[config.mk]
export PLATFORM = sky130hd
export DESIGN_NAME = pfsel_top
export DESIGN_NICKNAME = d
export VERILOG_FILES = /design/src/shared/pfsel_pkg.sv /design/src/shared/pfsel_cfg_if.sv /design/src/verilog/pfsel_ctrl_regs.sv /design/src/verilog/pfsel_pin_cell.sv /design/src/verilog/pfsel_top.sv
export SDC_FILE = /design/constraint.sdc
export NUM_CORES = 1
export LEC_CHECK = 0
export BUFFER_PORTS_ARGS = -buffer_cell sky130_fd_sc_hd__buf_4
export CAP_MARGIN = 25
export CORE_MARGIN = 4
export CORE_UTILIZATION = 45
export CTS_CLUSTER_SIZE = 8
export DETAILED_ROUTE_END_ITERATION = 8
export GPL_TIMING_DRIVEN = 0
export PLACE_DENSITY = 0.83
export SLEW_MARGIN = 10
export SYNTH_ARGS = -nofsm -noshare
export SYNTH_HDL_FRONTEND = slang
export SYNTH_SLANG_ARGS = --single-unit
[constraint.sdc]
create_clock -name clk -period 3.3 [get_ports clk]
set_clock_uncertainty 0.05 [all_clocks]
set_input_delay 0.66 -clock clk [delete_from_list [all_inputs] [get_ports clk]]
set_output_delay 0.66 -clock clk [all_outputs]
set_load 0.005 [all_outputs]
[src/shared/pfsel_pkg.sv]
// Purpose: constants for the port F upper pin function selector
// Assumes: 16-bit control registers on a plain strobe port
// Notes:   offsets are byte addresses of 16-bit registers
package pfsel_pkg;

  // ****************************************************************
  // register map
  // ****************************************************************
  localparam int          ADDR_W      = 4;
  localparam int          DATA_W      = 16;
  localparam logic [3:0]  OFS_UPPER   = 4'h0;
  localparam logic [3:0]  OFS_LOWER   = 4'h2;
  localparam logic [3:0]  OFS_DIR     = 4'h4;
  localparam logic [3:0]  OFS_STAT    = 4'h6;

  // ****************************************************************
  // reset values and writable masks
  // ****************************************************************
  localparam logic [15:0] UPPER_RST   = 16'h0015;
  localparam logic [15:0] LOWER_RST   = 16'h5000;
  localparam logic [15:0] DIR_RST     = 16'h0000;
  localparam logic [15:0] UPPER_WMASK = 16'hd555;
  localparam logic [15:0] LOWER_WMASK = 16'h5d55;

  // ****************************************************************
  // field positions in the upper control register
  // ****************************************************************
  localparam int          BIT_CK_FLOAT = 15;
  localparam int          BIT_PIN15    = 14;
  localparam int          BIT_PIN14    = 12;
  localparam int          BIT_PIN13    = 10;
  localparam int          BIT_PIN12    = 8;
  localparam int          BIT_PIN11    = 6;
  localparam int          BIT_PIN10    = 4;
  localparam int          BIT_PIN9     = 2;
  localparam int          BIT_PIN8     = 0;
  localparam int          NPINS        = 8;
  // upper pins whose bus function is an input (pin15 request, pin8 wait)
  localparam logic [7:0]  FUNC_IS_IN   = 8'h81;

  // function or general I/O, decoded per pin
  function automatic logic pfsel_func_on(input logic sel, input logic expanded);
    return sel & expanded;
  endfunction

  function automatic logic pfsel_hit(input logic [3:0] addr, input logic [3:0] ofs);
    return addr == ofs;
  endfunction

endpackage

[src/shared/pfsel_cfg_if.sv]
// Purpose: carries the stored configuration from register block to top
// Assumes: single clock domain
// Notes:   no logic inside
`timescale 1ns/1ps
`default_nettype none
interface pfsel_cfg_if;
  logic [15:0] upper;
  logic [15:0] lower;
  logic [15:0] dir;
  modport regs (output upper, output lower, output dir);
  modport user (input upper, input lower, input dir);
endinterface
`default_nettype wire

[src/verilog/pfsel_ctrl_regs.sv]
// Purpose: upper, lower and direction registers of port F
// Assumes: hardware standby is a synchronous level from the power logic
// Notes:   watchdog resets do not reach sys_rst of this block
`timescale 1ns/1ps
`default_nettype none
module pfsel_ctrl_regs
  import pfsel_pkg::*;
(
  // clock and reset
  input  wire logic              clk,
  input  wire logic              sys_rst,
  // power states
  input  wire logic              hw_standby,
  input  wire logic              low_power_hold,
  // write port
  input  wire logic              reg_wr,
  input  wire logic [ADDR_W-1:0] reg_addr,
  input  wire logic [DATA_W-1:0] reg_wr_data,
  // stored values
  pfsel_cfg_if.regs              cfg
);

  logic wr_ok;
  // sleep and software standby freeze the contents
  assign wr_ok = reg_wr & ~low_power_hold;

  // ****************************************************************
  // upper control register
  // ****************************************************************
  always_ff @(posedge clk or posedge sys_rst) begin
    if (sys_rst) begin
      cfg.upper <= UPPER_RST;
    end else if (hw_standby) begin
      cfg.upper <= UPPER_RST;
    end else if (wr_ok && pfsel_hit(reg_addr, OFS_UPPER)) begin
      cfg.upper <= reg_wr_data & UPPER_WMASK;
    end
  end

  // ****************************************************************
  // lower control register
  // ****************************************************************
  always_ff @(posedge clk or posedge sys_rst) begin
    if (sys_rst) begin
      cfg.lower <= LOWER_RST;
    end else if (hw_standby) begin
      cfg.lower <= LOWER_RST;
    end else if (wr_ok && pfsel_hit(reg_addr, OFS_LOWER)) begin
      cfg.lower <= reg_wr_data & LOWER_WMASK;
    end
  end

  // ****************************************************************
  // direction register
  // ****************************************************************
  always_ff @(posedge clk or posedge sys_rst) begin
    if (sys_rst) begin
      cfg.dir <= DIR_RST;
    end else if (hw_standby) begin
      cfg.dir <= DIR_RST;
    end else if (wr_ok && pfsel_hit(reg_addr, OFS_DIR)) begin
      cfg.dir <= reg_wr_data;
    end
  end

endmodule
`default_nettype wire

[src/verilog/pfsel_pin_cell.sv]
// Purpose: one multiplexed pin, general I/O or bus function
// Assumes: mode is static while the pin is in use
// Notes:   purely combinational; the top registers the results
`timescale 1ns/1ps
`default_nettype none
module pfsel_pin_cell
  import pfsel_pkg::*;
#(
  parameter bit FUNC_IN = 1'b0
) (
  // selection
  input  wire logic sel,
  input  wire logic expanded,
  input  wire logic dir,
  // data sources
  input  wire logic gp_do,
  input  wire logic fn_do,
  // pad side
  output logic      pad_o,
  output logic      pad_oe,
  output logic      func_on
);

  always_comb begin
    func_on = pfsel_func_on(sel, expanded);
    if (func_on) begin
      pad_o  = FUNC_IN ? 1'b0 : fn_do;
      pad_oe = ~FUNC_IN;
    end else begin
      pad_o  = gp_do;
      pad_oe = dir;
    end
  end

endmodule
`default_nettype wire

[src/verilog/pfsel_top.sv]
// Purpose: pin function select for the upper eight port F pins and CK
// Assumes: inputs synchronous to clk; operating mode static
// Notes:   every pad output passes through one register stage
`timescale 1ns/1ps
`default_nettype none
module pfsel_top
  import pfsel_pkg::*;
(
  // clock and reset
  input  wire logic              clk,
  input  wire logic              sys_rst,
  // power and mode
  input  wire logic              hw_standby,
  input  wire logic              low_power_hold,
  input  wire logic              mode_expanded,
  // register port
  input  wire logic [ADDR_W-1:0] reg_addr,
  input  wire logic [DATA_W-1:0] reg_wr_data,
  input  wire logic              reg_wr,
  input  wire logic              reg_rd,
  output logic      [DATA_W-1:0] reg_rd_data,
  // upper pads, index 0 is pin 8
  input  wire logic [NPINS-1:0]  pad_in,
  output logic      [NPINS-1:0]  pad_out,
  output logic      [NPINS-1:0]  pad_oe,
  // clock pin
  input  wire logic              ck_src,
  output logic                   ck_pin_out,
  output logic                   ck_pin_oe,
  // general I/O data
  input  wire logic [NPINS-1:0]  gpio_out_data,
  output logic      [NPINS-1:0]  gpio_in_data,
  // bus controller, active low strobes
  input  wire logic              chip_select_zero_out_n,
  input  wire logic              chip_select_one_out_n,
  input  wire logic              chip_select_two_out_n,
  input  wire logic              chip_select_three_out_n,
  input  wire logic              read_strobe_n,
  input  wire logic              bus_ack_n,
  output logic                   bus_request_in_n,
  output logic                   wait_req_n,
  // lower half configuration
  output logic      [15:0]       lower_ctrl,
  output logic      [7:0]        lower_dir
);

  // ****************************************************************
  // registers
  // ****************************************************************
  pfsel_cfg_if cfg ();

  pfsel_ctrl_regs u_regs (
    .clk            (clk),
    .sys_rst        (sys_rst),
    .hw_standby     (hw_standby),
    .low_power_hold (low_power_hold),
    .reg_wr         (reg_wr),
    .reg_addr       (reg_addr),
    .reg_wr_data    (reg_wr_data),
    .cfg            (cfg.regs)
  );

  // ****************************************************************
  // pin multiplexers
  // ****************************************************************
  logic [NPINS-1:0] fn_drive;
  logic [NPINS-1:0] pad_o_nxt;
  logic [NPINS-1:0] pad_oe_nxt;
  logic [NPINS-1:0] func_on;
  logic [NPINS-1:0] sel_bits;

  // select bit of upper pin 8+i sits at bit 2*i
  assign sel_bits = {cfg.upper[BIT_PIN15], cfg.upper[BIT_PIN14],
                     cfg.upper[BIT_PIN13], cfg.upper[BIT_PIN12],
                     cfg.upper[BIT_PIN11], cfg.upper[BIT_PIN10],
                     cfg.upper[BIT_PIN9],  cfg.upper[BIT_PIN8]};

  // input functions have no drive; their slots are tied low
  assign fn_drive = {1'b0, bus_ack_n,
                     chip_select_three_out_n, chip_select_two_out_n,
                     chip_select_one_out_n, chip_select_zero_out_n,
                     read_strobe_n, 1'b0};

  genvar gi;
  generate
    for (gi = 0; gi < NPINS; gi++) begin : g_pin
      pfsel_pin_cell #(
        .FUNC_IN (FUNC_IS_IN[gi])
      ) u_cell (
        .sel      (sel_bits[gi]),
        .expanded (mode_expanded),
        .dir      (cfg.dir[NPINS+gi]),
        .gp_do    (gpio_out_data[gi]),
        .fn_do    (fn_drive[gi]),
        .pad_o    (pad_o_nxt[gi]),
        .pad_oe   (pad_oe_nxt[gi]),
        .func_on  (func_on[gi])
      );
    end
  endgenerate

  // ****************************************************************
  // pad output stage
  // ****************************************************************
  // one register stage keeps pads glitch free at a cycle of latency
  always_ff @(posedge clk or posedge sys_rst) begin
    if (sys_rst) begin
      pad_out <= '0;
      pad_oe  <= '0;
    end else begin
      pad_out <= pad_o_nxt;
      pad_oe  <= pad_oe_nxt;
    end
  end

  // ****************************************************************
  // function inputs back to the core
  // ****************************************************************
  // an unselected request or wait input reads inactive (high)
  always_ff @(posedge clk or posedge sys_rst) begin
    if (sys_rst) begin
      bus_request_in_n <= 1'b1;
      wait_req_n       <= 1'b1;
      gpio_in_data     <= '0;
    end else begin
      bus_request_in_n <= func_on[7] ? pad_in[7] : 1'b1;
      wait_req_n       <= func_on[0] ? pad_in[0] : 1'b1;
      gpio_in_data     <= pad_in;
    end
  end

  // ****************************************************************
  // clock pin
  // ****************************************************************
  always_ff @(posedge clk or posedge sys_rst) begin
    if (sys_rst) begin
      ck_pin_out <= 1'b0;
      ck_pin_oe  <= 1'b1;
    end else begin
      ck_pin_out <= ck_src;
      ck_pin_oe  <= ~cfg.upper[BIT_CK_FLOAT];
    end
  end

  // ****************************************************************
  // lower half outputs
  // ****************************************************************
  always_ff @(posedge clk or posedge sys_rst) begin
    if (sys_rst) begin
      lower_ctrl <= LOWER_RST;
      lower_dir  <= DIR_RST[7:0];
    end else begin
      lower_ctrl <= cfg.lower;
      lower_dir  <= cfg.dir[7:0];
    end
  end

  // ****************************************************************
  // register read port
  // ****************************************************************
  logic [DATA_W-1:0] rd_mux;

  // status word: effective functions in the low byte, mode in bit 8
  always_comb begin
    rd_mux = '0;
    if (pfsel_hit(reg_addr, OFS_UPPER)) begin
      rd_mux = cfg.upper & UPPER_WMASK;
    end else if (pfsel_hit(reg_addr, OFS_LOWER)) begin
      rd_mux = cfg.lower;
    end else if (pfsel_hit(reg_addr, OFS_DIR)) begin
      rd_mux = cfg.dir;
    end else if (pfsel_hit(reg_addr, OFS_STAT)) begin
      rd_mux = {7'h00, mode_expanded, func_on};
    end
  end

  // read data stands in each cycle after reg_rd is high, zero otherwise
  always_ff @(posedge clk or posedge sys_rst) begin
    if (sys_rst) begin
      reg_rd_data <= '0;
    end else begin
      reg_rd_data <= reg_rd ? rd_mux : '0;
    end
  end
endmodule
`default_nettype wire

### Word-level counts from Yosys, hierarchy flattened

Index checks and enable logic that the tools add are counted.

| storage, ports and cells | value |
|---|---|
| memory bits (writable) | 0 |
| memories kept | 0 |
| memory bits (read-only) | 0 |
| logic and storage cells | 63 |
| output and inout port bits | 68 |
| latch bits | 0 |
| register bits | 116 |

| operators by class | value |
|---|---|
| order comparisons | 0 |
| reduce and logical (&&, ||, !) cells | 7 |
| div/mod/pow operators | 0 |
| add/subtract/negate cells | 0 |
| shift-type cells | 0 |
| multiply operators | 0 |
| bitwise gates (word level) | 11 |
| eq/ne operators | 3 |
| muxes and demuxes | 29 |

Operator list:

| kind | count |
|---|---|
| 16-bit 2-to-1 mux | 10 |
| 1-bit 2-to-1 mux | 18 |
| 1-bit bitwise AND | 9 |
| 9-bit 2-to-1 mux | 1 |
| 4-bit by 3-bit equality test with 1-bit output (second input constant) | 2 |
| 2-bit nonzero test | 3 |
| 4-bit by 2-bit equality test with 1-bit output (second input constant) | 1 |
| 4-bit logical NOT | 1 |
| 1-bit logical AND | 3 |
| 1-bit NOT | 2 |

### Longest topological paths before layout

| depth | value |
|---|---|
| word-level depth | 6 |
| gate-level depth with buffers | 6 |
| gate-level depth less buffers | 4 |

### Hierarchy

Synthesis repeated with hierarchy kept, for this count alone.

| unflattened totals | value |
|---|---|
| cell total of the unflattened synthesis | 316 |
| area, all modules | 4112.7 µm² |

Modules (own cells, without submodules):

| module | times used | area an instance (µm²) | cells each | seq. area each (µm²) |
|---|---|---|---|---|
| pfsel_top | 1 | 2159.6 | 137 | 1707.9 |
| pfsel_ctrl_regs | 1 | 1730.4 | 155 | 857.1 |
| pfsel_pin_cell (g_pin[1].u_cell ...) | 6 | 30.0 | 3 | 0.0 |
| pfsel_pin_cell (g_pin[0].u_cell ...) | 2 | 21.3 | 3 | 0.0 |

### Worst setup path after synthesis

Ideal clock, no wire load.

| path | value |
|---|---|
| path type | input -> register |
| from | in reg_addr[1] |
| to | reg u_regs.cfg.dir[0] |
| stages on the path | 6 |
| slack | 1.529 ns |
| arrival | 1.590 ns |
| setup time | 0.132 ns |
| data required time | 3.118 ns |
| cell sequence | nor4b_4 nand3b_2 buf_6 buf_6 mux2i_1 nor2_1 |

| between the ends | value |
|---|---|
| cells in the longest elaborated chain, start to end | 3 |

Ends and longest elaborated chain:

| element | RTL line | RTL |
|---|---|---|
| start: declaration | pfsel_top.sv:17 | `input wire logic [ADDR_W-1:0] reg_addr,` |
| 4-bit by 3-bit equality test with 1-bit output | pfsel_pkg.sv:47 | `return addr == ofs;` |
| 1-bit logical AND | pfsel_ctrl_regs.sv:61 | `end else if (wr_ok && pfsel_hit(reg_addr, OFS_DIR)) begin` |
| 2-bit nonzero test (no line) | n/a |  |
| end signal: assignment | pfsel_ctrl_regs.sv:62 | `cfg.dir <= reg_wr_data;` |
| end: declaration | pfsel_cfg_if.sv:10 | `modport regs (output upper, output lower, output dir);` |

No other way between the ends.
A chain may end at the register's enable or synchronous reset.

### Worst setup path in the final report

| path | value |
|---|---|
| from | in reg_addr[2] |
| to | reg reg_rd_data[6] |

| between the ends | value |
|---|---|
| cells in the longest elaborated chain, start to end | 6 |

Ends and longest elaborated chain:

| element | RTL line | RTL |
|---|---|---|
| 4-bit by 3-bit equality test with 1-bit output | pfsel_pkg.sv:47 |  |
| 9-bit 2-to-1 mux | pfsel_top.sv:172 | `end else if (pfsel_hit(reg_addr, OFS_STAT)) begin` |
| 16-bit 2-to-1 mux | pfsel_top.sv:170 | `end else if (pfsel_hit(reg_addr, OFS_DIR)) begin` |
| 16-bit 2-to-1 mux | pfsel_top.sv:168 | `end else if (pfsel_hit(reg_addr, OFS_LOWER)) begin` |
| 16-bit 2-to-1 mux * | pfsel_top.sv:166 | `if (pfsel_hit(reg_addr, OFS_UPPER)) begin` |
| 16-bit 2-to-1 mux * | pfsel_top.sv:182 | `reg_rd_data <= reg_rd ? rd_mux : '0;` |
| end signal: assignment | pfsel_top.sv:182 |  |
| end: declaration | pfsel_top.sv:21 | `output logic [DATA_W-1:0] reg_rd_data,` |

Mark *: on every way between the ends. The rest lies on a longest branch, timed or not.

==> flow_summary_export.csv <==
group,metric,value,unit
outcome,outcome,"finished, final reports clean",
drt,vias,2549,
layout,layout_commonest_cell,"buf_4",
logic_synthesis,ys.flop_type,"dfrtp_1",
cts,post_cts_buffers,0,
cts,cts_buffers,9,
layout,fin_cells,517,
sta,fmax,0.553,GHz
cts,worstSkewPairLatency,0.36,ns
power,leakage,2.60,nW
logic_synthesis,ys_top_cells_by_area,"dfrtp_1, mux2i_1, dfstp_2, nor2_1, mux2_2",
sta,final.period_utilization,54.8,%
cts,post_cts_resize_count,0,
setup_path,reg2reg_from,"u_regs.cfg.upper[0]$_DFFE_PP1P_",
grt,grt_max_degree,51,
run,cap_violations,0,
sta,tightest_slew,0.728,ns
layout,drive_gt1_share,38.3,%
cts,htreeDepth,3,
floorplan,die_w,97.5,microns
logic_synthesis,ys_ff_latch,95,
floorplan,die_y,97.5,microns
sta,grt_setup_unrepaired,"no",
cts,cts.path.max_buffers,2,
cts,postCtsHoldBufs,0,
setup_path,r2r_slack,2.06,ns
setup_path,crit_type,"primary input to register",
drt,ant_nets,0,
floorplan,dieArea,9500,sq um
drt,finalWirelength,8.50,mm
logic_synthesis,async_flop_share,100,%
sta,setup_viol,0,
cts,tritoncts,"yes",
logic_synthesis,yosysSeqAreaShare,66.3,%
cts,path_clk_slew,0.09,ns
logic_synthesis,netlist_area,3600,sq um
grt,grt_usage,18.7,%
cts,clock_sinks,95,
setup_path,arrival,2.04,ns
power,power_density,445,nW/um^2
grt,antenna_found_initial,0,
layout,ff_latch_area,2390,sq um
drt,drtIter0Drc,55,
logic_synthesis,yosys_warnings,0,
setup_path,timing.rr.end,"reg_rd_data[0]$_DFF_PP0_",
drt,drc,0,
setup_path,critPathCaptureType,"register",
layout,num-fill-cells,648,
sta,layout_setup_ws,1.49,ns
logic_synthesis,ys_types,34,
floorplan,initial_core_util,46.4,%
sta,fin_crit,1.81,ns
place,dp_worst_setup_slack,1.16,ns
drt,via_per_inst,4.93,
power,power,0.00213,W
sta,finalHoldViolations,0,
place,dp_hpwl,6.20,mm
logic_synthesis,syn_inst,284,
floorplan,rows,32,
layout,multi_input_area,1090,sq um
drt,wire_per_inst,16.4,microns
sta,relSlewSlack,50.8,%
logic_synthesis,synth_top_cell_area_share,59.0,%
power,worst_ir_drop_vdd,0.000219,V
grt,grt_pass1_vias,2710,
layout,nNetsFinal,460,
logic_synthesis,synth_edf_count,0,
sta,slew_viol_final,0,
setup_path,worst-path-max-fanout,10,
layout,diodes,0,
layout,mostFrequentLayoutCells,"buf_4, dfrtp_1, nor2_1",
logic_synthesis,syn_avg_cell_area,12.7,sq um
place,place_inst,501,
setup_path,cp-start-kind,"primary input",
grt,grt_overflow,0,
worst_hold_path,min-delay-path-class,"primary input to async pin",
floorplan,num_io_pins,118,
logic_synthesis,synth_largest_area_cell,"dfrtp_1",
floorplan,core,7770,sq um
place,place_congestion,0.942,
setup_path,cp.required,3.53,ns
cts,cts_root_buf,"clkbuf_8",
grt,grt_first_pass_wirelength,14.0,mm
layout,layout-area-overhead-vs-synth,33.0,%
setup_path,r2r_cells,3,
place,portBuffers,108,
drt,first_pass_iters,4,
[kinds of logic after synthesis]
kind of cell / after synthesis / share of synthesized area [%]
muxes: 37 / 10.5
AOI/OAI and AO/OA: 31 / 5.97
buffers and inverters: 27 / 4.13
and+or+nand+nor: 93 / 13.0
DFF: 95 / 66.3
other: 1 / 0.104
[worst max-delay path, stage by stage]
cell     delay [ns]
buf_4          0.09
buf_4          0.19
inv_1          0.10
nor4b_1        0.62
a32oi_1        0.21
nor2_1         0.17
[state kept, by name, summed over array words and instances, names as in the netlist]
name              cells
u_regs.cfg.dir       16
ck_pin_oe             1
u_regs.cfg.upper      9
ck_pin_out            1
gpio_in_data          8
pad_oe                8
lower_ctrl            9
pad_out               8
u_regs.cfg.lower      9
wait_req_n            1
lower_dir             8
bus_request_in_n      1
reg_rd_data          16
[routing by layer]
layer,wire length (microns),GRT usage (%),vias to the layer above
met5,0,0,-
li1,-,-,1192
met4,129,7.67,0
met3,575,4.88,12
met1,3640,24.0,1238
met2,4160,30.0,107
[area by class of cell]
class	count	area share, %
multi-input combinational	168	22.7
clock buffer	10	2.87
inverter	6	0.522
buffer	21	2.64
clock inverter	6	1.23
tap	102	2.66
timing repair buffer	109	17.5
sequential	95	49.9
[cell usage after synthesis (3+ instances only)]
cell type and count:
dfrtp_1 85, o21ai_0 4, inv_1 6, nand3_1 5, and2_1 5, a211o_1 4, buf_4 8, o221ai_1 4
a21oi_1 10, mux2_2 6, and3_1 5, nand2b_1 10, nand2_1 14, a32oi_1 3, dfstp_2 10, nor2_1 39
o2bb2ai_1 3, nor2b_1 5, clkbuf_1 8, mux2i_1 31
[metrics by stage]
stage                     util [%]  instance area [sq um]  setup TNS (ns)  hold WS, ns
after global routing          61.7                   4790               0        0.333
after CTS                     61.7                   4790               0        0.323
after floorplan                  -                   3630               0        0.311
after global placement        58.8                   4560          -61.53        0.320
after detailed placement      59.1                   4590               0        0.324
final                         61.7                   4790               0        0.325
[power breakdown]
part           total, W  internal, W  switching, W
combinational  0.000181    0.0000901     0.0000905
sequential      0.00119      0.00119    0.00000814
clock          0.000757     0.000368      0.000388
[worst max path at each step]
stage	from	to	cells after the start
2_1_floorplan	sys_rst	ck_pin_out$_DFF_PP0_	1
3_3_place_gp	sys_rst	lower_dir[7]$_DFF_PP0_	2
3_5_place_dp	reg_addr[2]	reg_rd_data[6]$_DFF_PP0_	6
4_1_cts	reg_addr[2]	reg_rd_data[6]$_DFF_PP0_	6
5_1_grt	reg_addr[2]	reg_rd_data[6]$_DFF_PP0_	6
6_report	reg_addr[2]	reg_rd_data[6]$_DFF_PP0_	6
Power figures use the tool's default switching activity.
